## src/crs_pkg.sv

```systemverilog
package crs_pkg;
  // Wishbone word addresses of the register window (byte address = 4 * index).
  localparam logic [5:0] ADR_DATA0   = 6'h00;
  localparam logic [5:0] ADR_DATA1   = 6'h01;
  localparam logic [5:0] ADR_DATA2   = 6'h02;
  localparam logic [5:0] ADR_DATA3   = 6'h03;
  localparam logic [5:0] ADR_PTR0    = 6'h04;
  localparam logic [5:0] ADR_PTR1    = 6'h05;
  localparam logic [5:0] ADR_FRAME   = 6'h06;
  localparam logic [5:0] ADR_IP      = 6'h07;
  localparam logic [5:0] ADR_VTB     = 6'h08;
  localparam logic [5:0] ADR_USP     = 6'h09;
  localparam logic [5:0] ADR_ISP     = 6'h0A;
  localparam logic [5:0] ADR_FLAG    = 6'h0B;
  localparam logic [5:0] ADR_SP      = 6'h0C;
  localparam int         NUM_REGS    = 13;
  localparam int         BANKED_REGS = 7;
  localparam int         FLAG_BANK   = 4;
  localparam int         FLAG_STACK  = 7;
  localparam logic [15:0] FLAG_RST   = 16'h0000;
  localparam logic [15:0] FLAG_MASK  = 16'h70FF;
  localparam logic [15:0] WORD_RST   = 16'h0000;
  localparam logic [19:0] ADDR_RST   = 20'h00000;
  localparam int         SWI_LAST    = 31;
  // Datapath write port selector.
  typedef enum logic [3:0] {
    CRS_DST_NONE  = 4'h0,
    CRS_DST_DATA0 = 4'h1,
    CRS_DST_DATA1 = 4'h2,
    CRS_DST_DATA2 = 4'h3,
    CRS_DST_DATA3 = 4'h4,
    CRS_DST_PTR0  = 4'h5,
    CRS_DST_PTR1  = 4'h6,
    CRS_DST_FRAME = 4'h7,
    CRS_DST_USP   = 4'h8,
    CRS_DST_ISP   = 4'h9,
    CRS_DST_SP    = 4'hA,
    CRS_DST_FLAG  = 4'hB,
    CRS_DST_LONGD = 4'hC,
    CRS_DST_LONGH = 4'hD,
    CRS_DST_LONGP = 4'hE
  } crs_dst_type;
endpackage

```

## src/crs_bank.sv

```systemverilog
`timescale 1ns/1ps
// Two-bank storage for the seven duplicated words; one generate entry per word.
module crs_bank #(
  parameter int W = 16,
  parameter int N = 7
) (
  input  wire logic           clk_i,
  input  wire logic           rst_i,
  input  wire logic           bank_i,
  input  wire logic [N-1:0]   wr_en_i,
  input  wire logic [N-1:0]   hi_en_i,
  input  wire logic [N-1:0]   lo_en_i,
  input  wire logic [N*W-1:0] wr_data_i,
  output logic      [N*W-1:0] rd_data_o
);
  logic [W-1:0] bank0_r [N];
  logic [W-1:0] bank1_r [N];

  for (genvar g = 0; g < N; g++)
  begin : g_word
    wire logic [W-1:0] cur = bank_i ? bank1_r[g] : bank0_r[g];
    wire logic [W-1:0] wd  = wr_data_i[g*W +: W];
    wire logic [W-1:0] nv  = {hi_en_i[g] ? wd[W-1:W/2] : cur[W-1:W/2],
                              lo_en_i[g] ? wd[W/2-1:0] : cur[W/2-1:0]};
    assign rd_data_o[g*W +: W] = cur;
    always_ff @(posedge clk_i)
    begin
      if (rst_i)
      begin
        bank0_r[g] <= crs_pkg::WORD_RST;
        bank1_r[g] <= crs_pkg::WORD_RST;
      end
      else if (wr_en_i[g] && !bank_i)
        bank0_r[g] <= nv;
      else if (wr_en_i[g] && bank_i)
        bank1_r[g] <= nv;
    end
  end
endmodule

```

## src/crs_regset.sv

```systemverilog
// Local design decisions: the address map and the Wishbone interface to the registers.
`timescale 1ns/1ps
// Function
// - Thirteen visible registers: seven banked, instruction pointer, vector base, two stacks, flags, active stack pointer.
// - Data, pointer and frame words exist twice, forming two banks.
// - Four data words are 16 bits, readable and writable by the datapath.
// - Data words zero and one have independently writable upper and lower bytes.
// - Long data pairs: word two over zero, word three over one.
// - Two 16-bit pointer words usable as data and as address pointers.
// - Pointer words combine to 32 bits, pointer one forming the upper half.
// - Frame pointer is 16 bits and supplies the frame-relative base.
// - Instruction pointer is 20 bits, addressing the next instruction.
// - Vector table base is 20 bits, the interrupt table start address.
// - Separate 16-bit user and interrupt stack pointers exist.
// - Stack operations use the pointer chosen by flag bit seven.
// - Stack bit zero selects interrupt stack, one selects user stack.
// - Interrupt acknowledge or software interrupt 0 to 31 clears the stack bit.
// - Flag bit four selects the visible bank.
module crs_regset (
  input  wire logic               clk_i,
  input  wire logic               rst_i,
  // Wishbone classic slave.
  input  wire logic               cyc_i,
  input  wire logic               stb_i,
  input  wire logic               we_i,
  input  wire logic [7:2]         adr_i,
  input  wire logic [3:0]         sel_i,
  input  wire logic [31:0]        dat_i,
  output logic      [31:0]        dat_o,
  output logic                    ack_o,
  // Datapath write port.
  input  wire crs_pkg::crs_dst_type dp_dst_i,
  input  wire logic [1:0]         dp_byte_en_i,
  input  wire logic [31:0]        dp_wdata_i,
  input  wire logic               dp_ip_we_i,
  input  wire logic [23:0]        dp_ip_i,
  input  wire logic               dp_vtb_we_i,
  input  wire logic [23:0]        dp_vtb_i,
  input  wire logic               irq_ack_i,
  input  wire logic               swi_exec_i,
  input  wire logic [5:0]         swi_num_i,
  // Datapath read side.
  output logic      [15:0]        data_word_zero_o,
  output logic      [15:0]        data_word_one_o,
  output logic      [15:0]        data_word_two_o,
  output logic      [15:0]        data_word_three_o,
  output logic      [7:0]         data_zero_upper_byte_o,
  output logic      [7:0]         data_zero_lower_byte_o,
  output logic      [7:0]         data_one_upper_byte_o,
  output logic      [7:0]         data_one_lower_byte_o,
  output logic      [31:0]        long_data_pair_low_o,
  output logic      [31:0]        long_data_pair_high_o,
  output logic      [15:0]        pointer_word_zero_o,
  output logic      [15:0]        pointer_word_one_o,
  output logic      [31:0]        long_pointer_pair_o,
  output logic      [15:0]        frame_pointer_o,
  output logic      [19:0]        instruction_pointer_o,
  output logic      [19:0]        vector_table_base_o,
  output logic      [15:0]        stack_ptr_o,
  output logic      [15:0]        flag_word_o
);
  localparam int NB = crs_pkg::BANKED_REGS;

  logic [15:0] user_stack_ptr_r;
  logic [15:0] irq_stack_ptr_r;
  logic [15:0] flag_word_r;
  logic [19:0] ip_r;
  logic [19:0] vtb_r;
  logic        ack_r;
  logic [31:0] dat_r;

  wire logic [NB*16-1:0] bank_rd;
  wire logic             bank_sel  = flag_word_r[crs_pkg::FLAG_BANK];
  wire logic             stack_sel = flag_word_r[crs_pkg::FLAG_STACK];

  // Bus request qualified; ack falls the cycle after it was given.
  wire logic bus_req = cyc_i && stb_i && !ack_r;
  wire logic bus_wr  = bus_req && we_i;
  wire logic [5:0] badr = adr_i;
  wire logic bw_lo   = bus_wr && sel_i[0];
  wire logic bw_hi   = bus_wr && sel_i[1];
  wire logic bw_any  = bus_wr && (sel_i[0] || sel_i[1]);
  wire logic bw_ext  = bus_wr && sel_i[2];

  // Datapath write decode.
  wire logic dp_d0  = dp_dst_i == crs_pkg::CRS_DST_DATA0;
  wire logic dp_d1  = dp_dst_i == crs_pkg::CRS_DST_DATA1;
  wire logic dp_d2  = dp_dst_i == crs_pkg::CRS_DST_DATA2;
  wire logic dp_d3  = dp_dst_i == crs_pkg::CRS_DST_DATA3;
  wire logic dp_p0  = dp_dst_i == crs_pkg::CRS_DST_PTR0;
  wire logic dp_p1  = dp_dst_i == crs_pkg::CRS_DST_PTR1;
  wire logic dp_fb  = dp_dst_i == crs_pkg::CRS_DST_FRAME;
  wire logic dp_ld  = dp_dst_i == crs_pkg::CRS_DST_LONGD;
  wire logic dp_lh  = dp_dst_i == crs_pkg::CRS_DST_LONGH;
  wire logic dp_lp  = dp_dst_i == crs_pkg::CRS_DST_LONGP;
  wire logic dp_usp = dp_dst_i == crs_pkg::CRS_DST_USP;
  wire logic dp_isp = dp_dst_i == crs_pkg::CRS_DST_ISP;
  wire logic dp_sp  = dp_dst_i == crs_pkg::CRS_DST_SP;
  wire logic dp_flg = dp_dst_i == crs_pkg::CRS_DST_FLAG;
  wire logic dp_act = dp_dst_i != crs_pkg::CRS_DST_NONE;

  // Datapath byte enables apply only to data words zero and one; all other datapath writes are whole.
  wire logic dp_bhi = dp_byte_en_i[1];
  wire logic dp_blo = dp_byte_en_i[0];

  // Per banked word: datapath has priority over the bus in the same cycle.
  wire logic [NB-1:0] dp_we = {dp_fb, dp_p1 | dp_lp, dp_p0 | dp_lp, dp_d3 | dp_lh,
                               dp_d2 | dp_ld, dp_d1 | dp_lh, dp_d0 | dp_ld};
  wire logic [NB-1:0] bus_sel_w;
  wire logic [NB-1:0] bk_we;
  wire logic [NB-1:0] bk_hi;
  wire logic [NB-1:0] bk_lo;
  wire logic [NB*16-1:0] dp_wd;
  wire logic [NB*16-1:0] bk_wd;

  assign dp_wd = {dp_wdata_i[15:0],              // frame
                  dp_lp ? dp_wdata_i[31:16] : dp_wdata_i[15:0],
                  dp_wdata_i[15:0],
                  dp_lh ? dp_wdata_i[31:16] : dp_wdata_i[15:0],
                  dp_ld ? dp_wdata_i[31:16] : dp_wdata_i[15:0],
                  dp_wdata_i[15:0],
                  dp_wdata_i[15:0]};

  for (genvar g = 0; g < NB; g++)
  begin : g_sel
    localparam logic [5:0] GADR = 6'(g);
    wire logic byte_w = (g < 2);
    wire logic dph    = dp_d0 | dp_d1 ? dp_bhi : 1'b1;
    wire logic dpl    = dp_d0 | dp_d1 ? dp_blo : 1'b1;
    assign bus_sel_w[g] = badr == GADR;
    assign bk_we[g] = dp_we[g] | (!dp_act && bw_any && bus_sel_w[g]);
    assign bk_hi[g] = dp_we[g] ? (byte_w ? dph : 1'b1) : bw_hi;
    assign bk_lo[g] = dp_we[g] ? (byte_w ? dpl : 1'b1) : bw_lo;
    assign bk_wd[g*16 +: 16] = dp_we[g] ? dp_wd[g*16 +: 16] : dat_i[15:0];
  end

  crs_bank #(
    .W (16),
    .N (NB)
  ) u_bank (
    .clk_i     (clk_i),
    .rst_i     (rst_i),
    .bank_i    (bank_sel),
    .wr_en_i   (bk_we),
    .hi_en_i   (bk_hi),
    .lo_en_i   (bk_lo),
    .wr_data_i (bk_wd),
    .rd_data_o (bank_rd)
  );

  // Interrupt entry forces the interrupt stack.
  wire logic swi_low  = swi_exec_i && (swi_num_i <= 6'(crs_pkg::SWI_LAST));
  wire logic stk_clr  = irq_ack_i || swi_low;
  wire logic bus_flg  = !dp_act && bw_any && badr == crs_pkg::ADR_FLAG;
  wire logic [15:0] flg_wd = dp_flg ? dp_wdata_i[15:0] : dat_i[15:0];
  wire logic [15:0] flg_m  = {bus_flg && !sel_i[1] ? flag_word_r[15:8] : flg_wd[15:8],
                              bus_flg && !sel_i[0] ? flag_word_r[7:0]  : flg_wd[7:0]};
  wire logic [15:0] flg_w  = (dp_flg || bus_flg) ? (flg_m & crs_pkg::FLAG_MASK) : flag_word_r;
  wire logic [15:0] flag_nxt = stk_clr ? (flg_w & ~(16'h0001 << crs_pkg::FLAG_STACK)) : flg_w;

  // Active stack pointer write.
  wire logic usp_dp = dp_usp || (dp_sp && stack_sel);
  wire logic isp_dp = dp_isp || (dp_sp && !stack_sel);
  wire logic usp_bus = !dp_act && bw_any &&
                       (badr == crs_pkg::ADR_USP || (badr == crs_pkg::ADR_SP && stack_sel));
  wire logic isp_bus = !dp_act && bw_any &&
                       (badr == crs_pkg::ADR_ISP || (badr == crs_pkg::ADR_SP && !stack_sel));

  // Twenty-bit registers: bits above 19 of any transport are dropped.
  wire logic ip_bus  = !dp_ip_we_i && bw_any && badr == crs_pkg::ADR_IP;
  wire logic vtb_bus = !dp_vtb_we_i && bw_any && badr == crs_pkg::ADR_VTB;
  wire logic [19:0] bus20_ip  = {bw_ext ? dat_i[19:16] : ip_r[19:16],
                                 sel_i[1] ? dat_i[15:8] : ip_r[15:8],
                                 sel_i[0] ? dat_i[7:0] : ip_r[7:0]};
  wire logic [19:0] bus20_vtb = {bw_ext ? dat_i[19:16] : vtb_r[19:16],
                                 sel_i[1] ? dat_i[15:8] : vtb_r[15:8],
                                 sel_i[0] ? dat_i[7:0] : vtb_r[7:0]};

  // Read mux.
  wire logic [15:0] sp_act = stack_sel ? user_stack_ptr_r : irq_stack_ptr_r;
  wire logic [31:0] rd_mux =
    badr < 6'(NB)              ? {16'h0000, bank_rd[badr[2:0]*16 +: 16]} :
    badr == crs_pkg::ADR_IP    ? {12'h000, ip_r} :
    badr == crs_pkg::ADR_VTB   ? {12'h000, vtb_r} :
    badr == crs_pkg::ADR_USP   ? {16'h0000, user_stack_ptr_r} :
    badr == crs_pkg::ADR_ISP   ? {16'h0000, irq_stack_ptr_r} :
    badr == crs_pkg::ADR_FLAG  ? {16'h0000, flag_word_r} :
    badr == crs_pkg::ADR_SP    ? {16'h0000, sp_act} : 32'h00000000;

  always_ff @(posedge clk_i)
  begin
    if (rst_i)
    begin
      flag_word_r      <= crs_pkg::FLAG_RST;
      user_stack_ptr_r <= crs_pkg::WORD_RST;
      irq_stack_ptr_r  <= crs_pkg::WORD_RST;
      ip_r             <= crs_pkg::ADDR_RST;
      vtb_r            <= crs_pkg::ADDR_RST;
      ack_r            <= 1'b0;
      dat_r            <= 32'h00000000;
    end
    else
    begin
      flag_word_r <= flag_nxt;
      if (usp_dp)
        user_stack_ptr_r <= dp_wdata_i[15:0];
      else if (usp_bus)
        user_stack_ptr_r <= dat_i[15:0];
      if (isp_dp)
        irq_stack_ptr_r <= dp_wdata_i[15:0];
      else if (isp_bus)
        irq_stack_ptr_r <= dat_i[15:0];
      if (dp_ip_we_i)
        ip_r <= dp_ip_i[19:0];
      else if (ip_bus)
        ip_r <= bus20_ip;
      if (dp_vtb_we_i)
        vtb_r <= dp_vtb_i[19:0];
      else if (vtb_bus)
        vtb_r <= bus20_vtb;
      ack_r <= bus_req;
      if (bus_req && !we_i)
        dat_r <= rd_mux;
    end
  end

  assign ack_o = ack_r;
  assign dat_o = dat_r;

  assign data_word_zero_o       = bank_rd[15:0];
  assign data_word_one_o        = bank_rd[31:16];
  assign data_word_two_o        = bank_rd[47:32];
  assign data_word_three_o      = bank_rd[63:48];
  assign data_zero_upper_byte_o = bank_rd[15:8];
  assign data_zero_lower_byte_o = bank_rd[7:0];
  assign data_one_upper_byte_o  = bank_rd[31:24];
  assign data_one_lower_byte_o  = bank_rd[23:16];
  assign long_data_pair_low_o   = {bank_rd[47:32], bank_rd[15:0]};
  assign long_data_pair_high_o  = {bank_rd[63:48], bank_rd[31:16]};
  assign pointer_word_zero_o    = bank_rd[79:64];
  assign pointer_word_one_o     = bank_rd[95:80];
  assign long_pointer_pair_o    = {bank_rd[95:80], bank_rd[79:64]};
  assign frame_pointer_o        = bank_rd[111:96];
  assign instruction_pointer_o  = ip_r;
  assign vector_table_base_o    = vtb_r;
  assign stack_ptr_o            = sp_act;
  assign flag_word_o            = flag_word_r;
endmodule

```

## config.mk

```make
export PLATFORM = sky130hd
export DESIGN_NAME = crs_regset
export DESIGN_NICKNAME = d
export VERILOG_FILES = /design/src/crs_pkg.sv /design/src/crs_bank.sv /design/src/crs_regset.sv
export SDC_FILE = /design/constraint.sdc
export NUM_CORES = 1
export LEC_CHECK = 0
export BUFFER_PORTS_ARGS = -buffer_cell sky130_fd_sc_hd__buf_2
export CAP_MARGIN = 20
export CORE_ASPECT_RATIO = 0.9
export CORE_MARGIN = 2
export CORE_UTILIZATION = 45
export DETAILED_ROUTE_END_ITERATION = 7
export PLACE_DENSITY = 0.68
export SYNTH_ARGS = -nofsm -noshare
export SYNTH_HDL_FRONTEND = slang
export SYNTH_HIERARCHICAL = 1
export SYNTH_SLANG_ARGS = --single-unit
```

## constraint.sdc

```tcl
create_clock -name clk_i -period 3.58 [get_ports clk_i]
set_clock_uncertainty 0.2 [all_clocks]
set_input_delay 0.358 -clock clk_i [delete_from_list [all_inputs] [get_ports clk_i]]
set_output_delay 0.358 -clock clk_i [all_outputs]
set_load 0.02 [all_outputs]
```

==> impl_metrics.json <==
{
  "crit_family": "buffers and inverters",
  "synth_cells": 2116,
  "die_h_um": 210.4,
  "core_area_sq_um": 46640,
  "hold_viol": 0,
  "required_ns": 3.02,
  "setup_viol": 0,
  "relSlewSlack_pct": 29.25,
  "max_freq_mhz": 296.8,
  "hpwl_mm": 60.02,
  "netlist_area_sq_um": 21300,
  "port_buffers": 444,
  "synth_xor_area_share_pct": 0,
  "cts_tree": "built",
  "hold_path.class": "input port to flip-flop",
  "ys_warn_count": 6,
  "vias": 18805,
  "grt_pass1_wl_mm": 119.0,
  "synth_top_cells_by_area": "edfxtp_1, mux2i_1, dfxtp_1",
  "post_drt_wl_per_cell_um": 27.76,
  "r2r_cells": 7,
  "status": "complete, no violations",
  "max-cap-violations": 0,
  "rrSetupSlack_ns": 0.39,
  "globalRouteTotalUtil_pct": 33.57,
  "numClockSinks": 328,
  "grt_max_degree": 87,
  "synth_common_cells": "a211oi_1, edfxtp_1, mux2i_1",
  "slowest_stage": "dfxtp_4",
  "whs_endpoint": "vector_table_base_o[17]",
  "nFillCells": 4216,
  "tightest_slew_ns": 1.061,
  "ioPinCount": 488,
  "nNetsFinal": 2561,
  "cp_num_buf_inv": 4,
  "fin_setup_tns_ns": 0,
  "root_buffer": "clkbuf_16",
  "r2r_end": "dat_o[0]",
  "max_stage_delay_ns": 0.88,
  "crit_fanout": 43,
  "peakVddDrop_v": 0.0003690,
  "ys_types": 80,
  "crit_chain": "buf_12, buf_4, mux2i_1, inv_1, buf_2",
  "first_pass_iters": 6,
  "yosys.area.top_type": "edfxtp_1",
  "clock_latency_ns": 0.57,
  "yosysTopAreaCellShare_pct": 31.58,
  "regArea_sq_um": 8812,
  "rows": 75,
  "fin_crit_sh_pct": 94.12,
  "ctsResizeCount": 0,
  "critPathLaunch": "flag_word_o[4]",
  "routed_wirelength_mm": 85.05,
  "synth-adder-area-share_pct": 0,
  "synthMuxAreaShare_pct": 16.33,
  "synth_edf_count": 224,
  "avgViaCountPerCell": 6.137,
  "htreeDepth": 2,
  "holdCritStartpoint": "sel_i[2]",
  "drtAntennaViolNets": 0,
  "cp.arrival_ns": 2.81,
  "antenna_found_initial": 3,
  "clk_pin_slew_ns": 0.06,
  "yosysSeqAreaShare_pct": 41.36,
  "drtIter0Drc": 2404,
  "maxSlewViolCount": 0,
  "synth_top_family_by_area": "compound AO/OA/AOI/OAI gates",
  "place_congestion": 0.9663,
  "overflow": 0,
  "crit_path_start_kind": "flip-flop",
  "synth-compound-area-share_pct": 19.16,
  "critical_path_depth": 5,
  "cts_buffers": 39,
  "min_path_cells": 3,
  "p_leak_nw": 10.39,
  "synthSimpleGateAreaFrac_pct": 11.83,
  "period_minus_slack_ns": 3.370,
  "cts_buffer_depth": 3,
  "stdcell_count": 3064,
  "start_util_pct": 45.66,
  "regToRegStartpoint": "flag_word_o[4]",
  "dp.cells": 2942,
  "p_per_area_nw_per_um2": 424.6,
  "grt_pass1_vias": 17671,
  "async_reset_ff_share_pct": 0,
  "synth_ff_type": "edfxtp_1",
  "synth_most_common_cell": "a211oi_1",
  "drc": 0,
  "rsz0062_at_grt": "no",
  "multi_input_area_sq_um": 10150,
  "crit_path_end_kind": "output port",
  "areaGrowthSynthToFinish_pct": 16.23,
  "drive_gt1_share_pct": 31.30,
  "crit_type": "flip-flop to output port",
  "die_w_um": 233.3,
  "avgSynthCellArea_sq_um": 10.06,
  "synth_seq_cells": 328,
  "dieArea_sq_um": 49080
}
==> metal layers <==
metal  vias up  wire length, um  track usage (%)
li1       8216                -                -
met1      9091            32050            42.42
met2      1266            38770            53.62
met3       228             9793            8.347
met4         4             4416            16.34
met5         -               16                0
==> state kept, by name (all words and copies together) (netlist names) <==
signal                 count
flag_word_o               11
vector_table_base_o       20
dat_o                     20
ack_o                      1
u_bank/bank0_r           112
u_bank/bank1_r           112
instruction_pointer_o     20
irq_stack_ptr_r           16
user_stack_ptr_r          16
==> area by class of cell <==
class                   instances  area share, %
repair buffers                567          13.45
clock inverters                15         0.6672
clock buffers                  55          4.423
flip-flops and latches        328          35.60
diodes                          1        0.01011
well taps                     616          3.114
multi-input cells            1369          41.02
inverters                     113          1.714
==> worst min-delay path, stage by stage <==
cell and delay (ns):
buf_2 0.09, a31o_2 0.23, a211oi_1 0.09
==> placed cells by master (no fill, tap or decap), drive strengths merged, types with 8 or more instances in the layout <==
cell / n
nand2: 144
o211ai: 12
inv: 117
a22oi: 42
edfxtp: 224
nor3: 16
a211oi: 270
a32oi: 9
o21ai: 60
nand3b: 8
nor2b: 110
o221a: 8
a21o: 16
a221oi: 14
nor2: 125
conb: 17
nand2b: 48
dlygate4sd3: 51
or3b: 9
dfxtp: 104
mux2i: 218
clkbuf: 55
buf: 516
a21oi: 57
mux2: 101
==> kinds of logic (layout without fill, tap and decap cells) <==
family	after synthesis	after routing
muxes	326	326
buffers and inverters	435	750
AOI/OAI and AO/OA	535	535
and+or+nand+nor	491	491
DFF	328	328
other	1	18
==> how the worst max path moves through the flow <==
stage	end	slack [ns]
2_1_floorplan	u_bank/bank0_r[1][10]	0.52
3_3_place_gp	u_bank/bank0_r[2][15]	0.28
3_5_place_dp	u_bank/bank0_r[1][9]	0.26
4_1_cts	frame_pointer_o[1]	0.17
5_1_grt	pointer_word_one_o[5]	0.06
6_report	frame_pointer_o[1]	0.21
==> stage by stage <==
step	setup WS, ns	power (mW)	util, %	cell area [sq um]	hold slack, ns
detailed placement	0.2610	6.473	49.27	22980	0.2594
floorplan	0.5198	5.794	-	21360	0.2840
CTS	0.1685	10.48	53.07	24750	0.02662
finish	0.2105	10.51	53.07	24750	0.03972
global placement	0.2843	6.437	49.27	22980	0.2514
global route	0.05914	10.77	53.07	24750	0.07055
==> power breakdown <==
part / internal, mW / switching [mW]
logic: 0.674 / 1.49
registers: 4.23 / 0.105
clock network: 2.36 / 1.66
==> repair_timing <==
| item | CTS | global route |
|---|---|---|
| endpoints found under the hold margin | 42 | 0 |
| endpoints found under the setup margin | 0 | 0 |
| hold buffers | 51 | 0 |
| buffers inserted | 0 | 0 |
Power figures use the tool's default switching activity.
